<file path="src/fpd_params.svh">
// constants for the fine pwm converter: offsets, fields, reset values, timing
`ifndef FPD_PARAMS_SVH
`define FPD_PARAMS_SVH

// register indices as printed; byte address is four times the index
`define FPD_IDX_LOW        12'h0D2
`define FPD_IDX_HIGH       12'h0D3
`define FPD_IDX_CTRL       12'h0E0
`define FPD_IDX_STAT       12'h0E1
`define FPD_ADDR_LOW       12'h348
`define FPD_ADDR_HIGH      12'h34C
`define FPD_ADDR_CTRL      12'h380
`define FPD_ADDR_STAT      12'h384

// field positions
`define FPD_HI_EN_BIT      7
`define FPD_HI_RSVD_BIT    6
`define FPD_CTRL_LATCH_BIT 0

// reset values
`define FPD_RST_VALUE      14'h0000
`define FPD_RST_ENABLE     1'b0
`define FPD_RST_LATCH      1'b1

// timing: pwm clock is the core clock divided by four
`define FPD_CLK_NS         5
`define FPD_PWM_DIV        4
`define FPD_PWM_NS         (`FPD_CLK_NS * `FPD_PWM_DIV)
`define FPD_BASE_PERIOD    128

// axi answers
`define FPD_RESP_OKAY      2'h0
`define FPD_RESP_SLVERR    2'h2

`endif

</file>
<file path="src/fpd_pkg.sv">
// types shared by the fine pwm converter
package fpd_pkg;

  typedef enum logic [1:0] {
    FPD_WR_IDLE = 2'b00,
    FPD_WR_ADDR = 2'b01,
    FPD_WR_DATA = 2'b10,
    FPD_WR_RESP = 2'b11
  } fpd_wr_state_type;

  typedef struct packed {
    logic [11:0] addr;
    logic [31:0] data;
    logic [3:0]  strb;
  } fpd_wr_type;

  typedef struct packed {
    logic        pending;
    logic        dac_out;
    logic        stretch_pend;
    logic [13:0] count;
  } fpd_stat_type;

endpackage

</file>
<file path="src/fpd_pwm_dac.sv">
// fine pwm converter: 14-bit dual-rate pwm dac with axi4-lite register slave
//
// Chosen here: register access over AXI4-Lite.
`timescale 1ns/10ps
`default_nettype none
`include "fpd_params.svh"

// Behaviour
// - free 14-bit counter on core clock over four
// - counter may ripple; built synchronous here
// - latch value at wrap unless low pending
// - output set when low counter bits wrap
// - output cleared when value top matches counter
// - base period is 128 pwm clocks
// - stretch from seven ored value-counter terms
// - stretch holds output high one extra clock
// - low register bits 6..0 reversed value 0..6
// - high register: enable, reserved, value 13..8
// - no polarity inversion option
// - pin low if latch bit or dac low
module fpd_pwm_dac
  import fpd_pkg::*;
#(
  parameter int VAL_W = 14,
  parameter int AW    = 12
) (
  // clock and reset
  input  wire logic          i_clk,
  input  wire logic          i_arst_n,
  // axi4-lite write address
  input  wire logic [AW-1:0] i_awaddr,
  input  wire logic          i_awvalid,
  output logic               o_awready,
  // axi4-lite write data
  input  wire logic [31:0]   i_wdata,
  input  wire logic [3:0]    i_wstrb,
  input  wire logic          i_wvalid,
  output logic               o_wready,
  // axi4-lite write response
  output logic [1:0]         o_bresp,
  output logic               o_bvalid,
  input  wire logic          i_bready,
  // axi4-lite read address
  input  wire logic [AW-1:0] i_araddr,
  input  wire logic          i_arvalid,
  output logic               o_arready,
  // axi4-lite read data
  output logic [31:0]        o_rdata,
  output logic [1:0]         o_rresp,
  output logic               o_rvalid,
  input  wire logic          i_rready,
  // shared open-drain output pin
  input  wire logic          i_shared_output_pin,
  output logic               o_shared_output_pin,
  output logic               o_shared_output_pin_oe
);

  localparam int LOW_W = 7;

  fpd_wr_state_type wr_state_r;
  fpd_wr_type       wr_r;
  logic [1:0]       pre_r;
  logic             tick;
  logic [13:0]      cnt_r;
  logic [13:0]      cnt_nxt;
  logic [13:0]      prog_r;
  logic [13:0]      op_r;
  logic [13:0]      op_eff;
  logic             en_r;
  logic             latch_r;
  logic             pend_r;
  logic             out_r;
  logic             str_pend_r;
  logic             wrap;
  logic             load;
  logic             match;
  logic [6:0]       terms;
  logic             stretch;
  logic             dac_out;
  logic             wr_go;
  logic             aw_hs;
  logic             w_hs;
  logic             b_hs;
  logic             wr_low;
  logic             wr_high;
  logic             wr_ctrl;
  logic [7:0]       rd_byte;
  logic             rd_hit;
  fpd_stat_type     stat;

  // ---------------- pwm clock and shared counter ----------------
  always_ff @(posedge i_clk or negedge i_arst_n) begin
    if (!i_arst_n) begin
      pre_r <= 2'h0;
    end else begin
      pre_r <= pre_r + 2'h1;
    end
  end

  assign tick    = (pre_r == 2'(`FPD_PWM_DIV - 1));
  assign cnt_nxt = cnt_r + 14'h0001;

  // one synchronous counter instead of a ripple chain so the compare never sees
  // a settling value; the cost is a 14-bit carry chain at 200 MHz
  always_ff @(posedge i_clk or negedge i_arst_n) begin
    if (!i_arst_n) begin
      cnt_r <= 14'h0000;
    end else if (tick) begin
      cnt_r <= cnt_nxt;
    end
  end

  // ---------------- register writes ----------------
  // a channel is taken only at the edge where its own valid and ready are both high
  assign aw_hs = i_awvalid && o_awready;
  assign w_hs  = i_wvalid && o_wready;
  assign b_hs  = o_bvalid && i_bready;

  always_ff @(posedge i_clk or negedge i_arst_n) begin
    if (!i_arst_n) begin
      wr_state_r <= FPD_WR_IDLE;
      wr_r       <= '0;
    end else begin
      unique case (wr_state_r)
        FPD_WR_IDLE: begin
          if (aw_hs && w_hs) begin
            wr_r       <= '{addr: i_awaddr, data: i_wdata, strb: i_wstrb};
            wr_state_r <= FPD_WR_RESP;
          end else if (aw_hs) begin
            wr_r.addr  <= i_awaddr;
            wr_state_r <= FPD_WR_ADDR;
          end else if (w_hs) begin
            wr_r.data  <= i_wdata;
            wr_r.strb  <= i_wstrb;
            wr_state_r <= FPD_WR_DATA;
          end
        end
        FPD_WR_ADDR: begin
          if (w_hs) begin
            wr_r.data  <= i_wdata;
            wr_r.strb  <= i_wstrb;
            wr_state_r <= FPD_WR_RESP;
          end
        end
        FPD_WR_DATA: begin
          if (aw_hs) begin
            wr_r.addr  <= i_awaddr;
            wr_state_r <= FPD_WR_RESP;
          end
        end
        FPD_WR_RESP: begin
          if (b_hs) begin
            wr_state_r <= FPD_WR_IDLE;
          end
        end
      endcase
    end
  end

  // write takes effect on entry to the response state
  assign wr_go   = (wr_state_r == FPD_WR_RESP) && !o_bvalid && wr_r.strb[0];
  assign wr_low  = wr_go && (wr_r.addr == `FPD_ADDR_LOW);
  assign wr_high = wr_go && (wr_r.addr == `FPD_ADDR_HIGH);
  assign wr_ctrl = wr_go && (wr_r.addr == `FPD_ADDR_CTRL);

  always_ff @(posedge i_clk or negedge i_arst_n) begin
    if (!i_arst_n) begin
      o_awready <= 1'b0;
      o_wready  <= 1'b0;
      o_bvalid  <= 1'b0;
      o_bresp   <= `FPD_RESP_OKAY;
    end else begin
      // a ready stands while its channel may still be taken, so nothing is lost unseen
      o_awready <= ((wr_state_r == FPD_WR_IDLE || wr_state_r == FPD_WR_DATA) && !aw_hs)
                   || (wr_state_r == FPD_WR_RESP && b_hs);
      o_wready  <= ((wr_state_r == FPD_WR_IDLE || wr_state_r == FPD_WR_ADDR) && !w_hs)
                   || (wr_state_r == FPD_WR_RESP && b_hs);
      if (wr_state_r == FPD_WR_RESP && !o_bvalid) begin
        o_bvalid <= 1'b1;
        o_bresp  <= (wr_r.addr == `FPD_ADDR_LOW || wr_r.addr == `FPD_ADDR_HIGH ||
                     wr_r.addr == `FPD_ADDR_CTRL || wr_r.addr == `FPD_ADDR_STAT)
                    ? `FPD_RESP_OKAY : `FPD_RESP_SLVERR;
      end else if (o_bvalid && i_bready) begin
        o_bvalid <= 1'b0;
      end
    end
  end

  // value bits: low register stores bit 7 straight and 6..0 reversed
  always_ff @(posedge i_clk or negedge i_arst_n) begin
    if (!i_arst_n) begin
      prog_r <= `FPD_RST_VALUE;
      en_r   <= `FPD_RST_ENABLE;
    end else if (wr_low) begin
      prog_r[7] <= wr_r.data[7];
      for (int i = 0; i < LOW_W; i++) begin
        prog_r[i] <= wr_r.data[6-i];
      end
    end else if (wr_high) begin
      en_r         <= wr_r.data[`FPD_HI_EN_BIT];
      prog_r[13:8] <= wr_r.data[5:0];
    end
  end

  // a low write opens a pair; only the high write closes it
  always_ff @(posedge i_clk or negedge i_arst_n) begin
    if (!i_arst_n) begin
      pend_r <= 1'b0;
    end else if (wr_low) begin
      pend_r <= 1'b1;
    end else if (wr_high) begin
      pend_r <= 1'b0;
    end
  end

  always_ff @(posedge i_clk or negedge i_arst_n) begin
    if (!i_arst_n) begin
      latch_r <= `FPD_RST_LATCH;
    end else if (wr_ctrl) begin
      latch_r <= wr_r.data[`FPD_CTRL_LATCH_BIT];
    end
  end

  // ---------------- operative latch and compare ----------------
  assign wrap   = tick && (cnt_nxt[6:0] == 7'h00);
  assign load   = wrap && !pend_r;
  assign op_eff = load ? prog_r : op_r;
  assign match  = tick && (op_eff[13:7] == cnt_nxt[6:0]);

  always_ff @(posedge i_clk or negedge i_arst_n) begin
    if (!i_arst_n) begin
      op_r <= `FPD_RST_VALUE;
    end else if (load) begin
      op_r <= prog_r;
    end
  end

  // term k: value bit 6-k with counter[7+k:7] equal to one then k zeros
  for (genvar k = 0; k < LOW_W; k++) begin : g_term
    localparam logic [6:0] MASK = 7'((2 << k) - 1);
    localparam logic [6:0] PATT = 7'(1 << k);
    assign terms[k] = op_eff[6-k] && ((cnt_nxt[13:7] & MASK) == PATT);
  end
  assign stretch = |terms;

  // match at the wrap with no stretch means zero duty, so clear beats set there
  always_ff @(posedge i_clk or negedge i_arst_n) begin
    if (!i_arst_n) begin
      out_r      <= 1'b1;
      str_pend_r <= 1'b0;
    end else if (tick) begin
      str_pend_r <= match && stretch;
      if (str_pend_r && !wrap) begin
        out_r <= 1'b0;
      end else if (match && !stretch) begin
        out_r <= 1'b0;
      end else if (wrap) begin
        out_r <= 1'b1;
      end
    end
  end

  // inversion only by complementing the value in software
  assign dac_out = en_r ? out_r : 1'b1;

  always_ff @(posedge i_clk or negedge i_arst_n) begin
    if (!i_arst_n) begin
      o_shared_output_pin    <= 1'b0;
      o_shared_output_pin_oe <= 1'b0;
    end else begin
      o_shared_output_pin    <= 1'b0;
      o_shared_output_pin_oe <= !(latch_r && dac_out);
    end
  end

  // ---------------- register reads ----------------
  assign stat = '{pending: pend_r, dac_out: dac_out, stretch_pend: str_pend_r, count: cnt_r};

  always_comb begin
    rd_byte = 8'h00;
    rd_hit  = 1'b1;
    unique case (i_araddr)
      `FPD_ADDR_LOW: begin
        rd_byte[7] = prog_r[7];
        for (int i = 0; i < LOW_W; i++) begin
          rd_byte[6-i] = prog_r[i];
        end
      end
      `FPD_ADDR_HIGH: begin
        rd_byte = {en_r, 1'b0, prog_r[13:8]};
      end
      `FPD_ADDR_CTRL: begin
        rd_byte = {7'h00, latch_r};
      end
      `FPD_ADDR_STAT: begin
        rd_byte = 8'h00;
      end
      default: begin
        rd_hit = 1'b0;
      end
    endcase
  end

  always_ff @(posedge i_clk or negedge i_arst_n) begin
    if (!i_arst_n) begin
      o_arready <= 1'b0;
      o_rvalid  <= 1'b0;
      o_rdata   <= 32'h0000_0000;
      o_rresp   <= `FPD_RESP_OKAY;
    end else begin
      o_arready <= !o_rvalid && !o_arready;
      if (i_arvalid && o_arready) begin
        o_rvalid <= 1'b1;
        o_rresp  <= rd_hit ? `FPD_RESP_OKAY : `FPD_RESP_SLVERR;
        o_rdata  <= (i_araddr == `FPD_ADDR_STAT) ? {15'h0000, stat} : {24'h000000, rd_byte};
      end else if (o_rvalid && i_rready) begin
        o_rvalid <= 1'b0;
      end
    end
  end

  // ---------------- checks ----------------
  chk_prescale_div: assert property (@(posedge i_clk) disable iff (!i_arst_n)
    tick |=> !tick [*3] ##1 tick)
    else $error("pwm clock is not core clock over four");

  chk_count_step: assert property (@(posedge i_clk) disable iff (!i_arst_n)
    $changed(cnt_r) |-> $past(tick) && (cnt_r == 14'($past(cnt_r) + 14'h0001)))
    else $error("shared counter moved off a pwm tick");

  chk_load_wrap: assert property (@(posedge i_clk) disable iff (!i_arst_n)
    $changed(op_r) |-> (cnt_r[6:0] == 7'h00) && !$past(pend_r))
    else $error("operative value loaded off the wrap or mid pair");

  chk_rise_wrap: assert property (@(posedge i_clk) disable iff (!i_arst_n)
    $rose(out_r) |-> (cnt_r[6:0] == 7'h00))
    else $error("output set away from the wrap");

  chk_fall_match: assert property (@(posedge i_clk) disable iff (!i_arst_n)
    $fell(out_r) && !$past(str_pend_r) |-> (op_r[13:7] == cnt_r[6:0]))
    else $error("output cleared without a match");

  chk_stretch_one: assert property (@(posedge i_clk) disable iff (!i_arst_n)
    $fell(out_r) && $past(str_pend_r) |-> (7'(op_r[13:7] + 7'h01) == cnt_r[6:0]))
    else $error("stretched edge not one pwm clock late");

  chk_stretch_src: assert property (@(posedge i_clk) disable iff (!i_arst_n)
    $rose(str_pend_r) |-> $past(stretch) && $past(match))
    else $error("stretch flag without a stretch term");

  chk_pin_low: assert property (@(posedge i_clk) disable iff (!i_arst_n)
    (!latch_r || (en_r && !out_r)) |=> o_shared_output_pin_oe)
    else $error("pin not pulled low");

  chk_disabled_one: assert property (@(posedge i_clk) disable iff (!i_arst_n)
    (!en_r && latch_r) |=> !o_shared_output_pin_oe)
    else $error("disabled converter still drives the pin");

  chk_reserved_zero: assert property (@(posedge i_clk) disable iff (!i_arst_n)
    (i_arvalid && o_arready && i_araddr == `FPD_ADDR_HIGH) |=> o_rvalid && !o_rdata[6])
    else $error("reserved high bit read as one");

endmodule
`default_nettype wire

</file>
<file path="config.mk">
export PLATFORM = sky130hd
export DESIGN_NAME = fpd_pwm_dac
export DESIGN_NICKNAME = d
export VERILOG_FILES = /design/src/fpd_pkg.sv /design/src/fpd_pwm_dac.sv
export VERILOG_INCLUDE_DIRS = /design/src
export SDC_FILE = /design/constraint.sdc
export NUM_CORES = 1
export LEC_CHECK = 0
export ABC_AREA = 1
export BUFFER_PORTS_ARGS = -buffer_cell sky130_fd_sc_hd__buf_4
export CORE_MARGIN = 2
export CORE_UTILIZATION = 40
export CTS_CLUSTER_DIAMETER = 150
export DETAILED_ROUTE_END_ITERATION = 8
export PLACE_DENSITY = 0.62
export REMOVE_ABC_BUFFERS = 1
export SKIP_LAST_GASP = 1
export SYNTH_ARGS = -nofsm -noshare
export SYNTH_HDL_FRONTEND = slang
export SYNTH_SLANG_ARGS = --single-unit
</file>
<file path="constraint.sdc">
create_clock -name i_clk -period 2.65 [get_ports i_clk]
set_clock_uncertainty 0.2 [all_clocks]
set_input_delay 0.3975 -clock i_clk [delete_from_list [all_inputs] [get_ports i_clk]]
set_output_delay 0.3975 -clock i_clk [all_outputs]
set_load 0.02 [all_outputs]
</file>
* Yosys cells after proc, flatten, opt, wreduce, memory -nomap -nowiden
Index checks and enable logic that the tools add are counted.
Operators by class: $add $sub $neg 2, eq/ne operators 24, mux-type cells 29, bitwise operators 1, reduce and logical (&&, ||, !) cells 59
Operators with widths (count):
- $eq A12 B10 Y1 const B | 8
- $mux W36 | 2
- $pmux W36 S2 | 1
- $mux W48 | 1
- $logic_and A1 B1 Y1 | 29
- $pmux W12 S2 | 1
- $pmux W8 S3 | 1
- $mux W17 | 1
- $mux W2 | 8
- $add A14 B1 Y14 const B | 1
- $mux W14 | 1
- $mux W12 | 1
- $mux W1 | 11
- $reduce_bool A2 Y1 | 5
- $logic_not A1 Y1 | 9
- $eq A2 B2 Y1 const B | 4
- $pmux W2 S4 | 1
- $eq A7 B7 Y1 | 1
- $eq A7 B7 Y1 const B | 1
- $logic_not A7 Y1 | 1
- $logic_or A1 B1 Y1 | 7
- $reduce_or A7 Y1 | 1
- $eq A6 B6 Y1 const B | 1
- $ne A2 B2 Y1 const B | 3
- 13 further kinds | 15
Word-level totals: register bits 141, input port bits 68, output and inout port bits 43, word-level logic and storage cells 138

* Longest topological paths before layout
depth after elaboration 11, mapped depth 19, mapped depth without buffers 18

* Worst setup path after synthesis
Ideal clock, no wire load.
path type reg2reg, start point register cnt_r[0], end point register out_r, setup time 0.076 ns, arrival 2.012 ns, slack 0.362 ns, cell stages (with the launch flop) 19, clock period less this slack 2.288 ns, cell sequence dfrtp_1 ha_1 nand2_1 nor2_4 nand2_1 nand2_1 inv_1 nand2_2 nor2_4 buf_6 nand3_1 nand3_1 nand2_1 inv_2 nand2_1 nor2_2 nand3_1 nand2_1 nand2_1
On the way: longest elaborated chain between the ends 11, elaborated cells between the ends (all ways) 29
Ends and longest elaborated chain:
- start, declared | RTL line fpd_pwm_dac.sv:64 | logic [13:0] cnt_r;
- start signal, assigned | RTL line fpd_pwm_dac.sv:109 | cnt_r <= cnt_nxt;
- $add A14 B1 Y14 * | RTL line fpd_pwm_dac.sv:101 | assign cnt_nxt = cnt_r + 14'h0001;
- $logic_not A7 Y1 | RTL line fpd_pwm_dac.sv:225 | assign wrap = tick && (cnt_nxt[6:0] == 7'h00);
- $logic_and A1 B1 Y1 | RTL line fpd_pwm_dac.sv:225
- $logic_and A1 B1 Y1 | RTL line fpd_pwm_dac.sv:226 | assign load = wrap && !pend_r;
- $mux W14
- $logic_and A1 B1 Y1 | RTL line fpd_pwm_dac.sv:242 | assign terms[k] = op_eff[6-k] && ((cnt_nxt[13:7] & MASK) == PATT);
- $reduce_or A7 Y1 | RTL line fpd_pwm_dac.sv:244 | assign stretch = |terms;
- $logic_not A1 Y1 | RTL line fpd_pwm_dac.sv:255 | end else if (match && !stretch) begin
- $logic_and A1 B1 Y1 | RTL line fpd_pwm_dac.sv:255
- $reduce_bool A3 Y1 (no source line) or $mux W1 (tied branches)
- $reduce_and A2 Y1 (no source line) or $mux W1 (tied branches)
- end signal, assigned | RTL line fpd_pwm_dac.sv:254 | out_r <= 1'b0;
- end signal, assigned | RTL line fpd_pwm_dac.sv:256 | out_r <= 1'b0;
- end signal, assigned | RTL line fpd_pwm_dac.sv:258 | out_r <= 1'b1;
- end, declared | RTL line fpd_pwm_dac.sv:72 | logic out_r;
Every way passes the cells marked *; elsewhere a longest branch is shown, timed or not. A chain may end at the register's enable or synchronous reset.

* Worst setup path after layout
start point register cnt_r[2], end point register out_r
The elaborated chain is that of the path after synthesis.

==> metrics.cfg <==
[outcome]
status = finished clean

[logic_synthesis]
synth_mux_area_frac = 0.0244
synthAdderAreaFrac = 0.0174
post-synth-top-area-cell = dfrtp_1
synth-edff-count = 0
syn_area_um2 = 5030
synth_area_leaders = dfrtp_1 47%, nand2_1 13%, inv_1 5.7%, o21ai_0 4.2%, nand3_1 3.6%
avgSynthCellArea_um2 = 8.17
synth_top_area_share = 0.472
ys_types = 43
synth_warnings = 0
syn_inst = 616
ys_ff_latch = 97
synth_compound_gate_area_share = 0.105
async_flop_share = 1.00
yosys_most_used_dff = dfrtp_1
synth_seq_area_share = 0.483
synth-simple-area-share = 0.254
synth_top_family_by_area = simple AND/OR/NAND/NOR gates
synthXorXnorAreaFrac = 0.00696

[sta]
finalSetupViolCount = 0
setup-tns-final_ns = 0
hold_viol_final = 0
final_max_slew_viol_count = 0
slew_headroom = 0.577
grt_setup_unrepaired = no
timing.final.crit_share = 0.919
fmax_mhz = 410
tightest_slew_ns = 0.630
fin_ws_ns = 0.213
period_minus_slack_ns = 2.44

[global_routing]
grt_pass1_wl_mm = 18.9
grt_pass1_vias = 3977
grt_max_degree = 42
grt_usage = 0.181
overflow = 0
antenna_found_initial = 0

[critical_path]
regToRegSetupSlack_ns = 0.21
critPathRequiredTime_ns = 2.73
rr_endpoint = out_r
worst_setup_path_end_kind = register
criticalPathCategory = register to register
cp.arrival_ns = 2.51
worst_setup_path_start_kind = register
reg2reg_depth = 16
cp_max_fo = 12
r2r_start = cnt_r[2]

[power_and_ir_drop]
power.switching_mw = 1.34
clockPowerShare = 0.304
p_seq_frac = 0.438
swShare = 0.307
power_mw = 4.35
p_int_mw = 3.02
ir_drop_mv = 0.604
power_density_nw_per_um2 = 709
power_leakage_nw = 3.04
p_comb_frac = 0.258

[die]
rows = 40
dieHeight_um = 116
die_x_um = 116
io_pins = 111
core_um2 = 12200
dieArea_um2 = 13500
initial_core_util = 0.414

[route]
drt_wl_total_mm = 11.4
drt_first_pass_iters = 4
drtIter0Drc = 238
vias = 4234
remaining_drc_errors = 0
avgViaCountPerCell = 4.84
avgRoutedWirePerCell_um = 13.1
antenna_left = 0

[finish]
syn_to_final_growth_pct = 22.1
layout-drive-gt1-share = 0.212
nets = 776
diodes = 0
nFillCells = 1208
postLayoutCoreUtil = 0.505
stdcell_count = 874

[placed_design]
io_buffers = 64
finalWeightedCongestion = 0.887
preCtsSetupSlack_ns = 0.128
place_hpwl_mm = 8.78
place_inst = 857

[clock_network]
post-cts-setup-buffers = 0
root_buffer = clkbuf_16
insertion_delay_ns = 0.34
clock-sinks = 97
cts_tree = yes
cts_buffers = 9
htreeDepth = 3
ctsLongestPathBuffers = 2
path_clk_slew_ns = 0.07

[min_path]
whs_path_depth = 2
min_from = i_rready
min_to = o_rvalid
min_path_type = input pin to register

[job]
cap_violations = 0

## worst max-delay path, cell delays in order, from the launching register on
cell     delay [ns]
dfrtp_1        0.52
nand2_1        0.17
nor2_4         0.15
nand3_1        0.10
nand2_2        0.11
nand2_2        0.08
nor2_4         0.16
buf_12         0.14
nand3_1        0.13
nand3_1        0.12
nand2_1        0.06
inv_2          0.04
nand2_1        0.07
nor2_4         0.15
nand3_1        0.08
nand2_1        0.06
nand2_1        0.04
## kinds of logic after synthesis
| kind of cell | Yosys count |
|---|---|
| AND/OR/NAND/NOR | 288 |
| buffers and inverters | 119 |
| flip-flops | 97 |
| AO/OA/AOI/OAI | 89 |
| multiplexers | 11 |
| adder cells (fa/ha/maj) | 7 |
| XOR/XNOR | 4 |
| other | 1 |
## area by class of cell
class                   count  area, um2  share of cell area
inverters                  84        317              0.0515
flip-flops and latches     97       2430               0.396
well taps                 168        210              0.0342
multi-input cells         417       2140               0.348
repair buffers             92        743               0.121
clock buffers              11        243              0.0395
clock inverters             5       62.6              0.0102
## flip-flops by register name, indices dropped and copies added (netlist names), named ones only
signal / cells
latch_r: 1
op_r: 14
o_rdata: 17
o_bvalid: 1
o_shared_output_pin_oe: 1
o_awready: 1
o_wready: 1
o_rvalid: 1
prog_r: 14
pre_r: 2
o_arready: 1
en_r: 1
cnt_r: 14
str_pend_r: 1
wr_state_r: 2
o_rresp: 1
out_r: 1
o_bresp: 1
wr_r: 12
pend_r: 1
## power by group through the flow
stage	logic [mW]	registers, mW	clock network [mW]
after floorplan	0.594	2.04	0
after detailed placement	1.14	1.94	0
after global routing	1.27	1.95	1.43
after CTS	1.14	1.91	1.36
final	1.12	1.91	1.32
after global placement	1.10	1.93	0
## per-layer routing
layer / part of all wire / up-vias / global-route usage
met4: 0.020 / 0 / 0.0706
li1: - / 2113 / -
met1: 0.45 / 2013 / 0.235
met2: 0.48 / 90 / 0.297
met5: 0 / - / 0
met3: 0.044 / 18 / 0.0405
## layout by cell type (no fill, tap or decap), types with 5 or more instances in the layout
cell type	count
nor3_1	6
o21ai_0	42
buf_4	87
inv_2	5
dfrtp_1	95
nor2_4	5
nand3_1	36
nand4_1	10
inv_1	77
nor2_1	40
o22a_1	6
a21oi_1	12
o22ai_1	8
o31ai_1	7
ha_1	6
nand2_1	167
clkbuf_16	9
mux2_2	10
conb_1	18
nand2_2	8
## synth_stat cells, drive strengths merged (2+ instances only)
cell type  count
nand3         41
o31ai          7
ha             7
nand4         10
o22a           6
o211ai         2
clkbuf        10
o22ai          8
nand3b         2
inv           82
dfstp          2
xor2           4
mux2          10
nor3           6
nor2          48
o21ai         49
nand2        175
and2           4
clkinv         2
a21oi         12
buf           25
dfrtp         95
## through the flow
stage	instance area [um2]	hold WS (ns)
2_1_floorplan	4860	-0.0981
3_3_place_gp	5810	0.201
3_5_place_dp	5810	0.202
4_1_cts	6120	0.0466
5_1_grt	6140	0.0527
6_report	6140	0.0536
## worst max path at each step
stage / startpoint / end / slack (ns) / cells after the start
3_3_place_gp: cnt_r[0] / out_r / 0.15 / 18
6_report: cnt_r[2] / out_r / 0.21 / 16
5_1_grt: cnt_r[2] / out_r / 0.04 / 16
4_1_cts: cnt_r[0] / out_r / 0.11 / 18
3_5_place_dp: cnt_r[0] / out_r / 0.13 / 18
2_1_floorplan: cnt_r[0] / out_r / 0.32 / 17
## repair_timing
action                                  in CTS  in global routing
resized for setup                            0                  5
hold endpoints to repair                    37                  0
hold buffers                                 1                  0
endpoints found under the setup margin       0                  2
(Power assumes the default switching activity.)
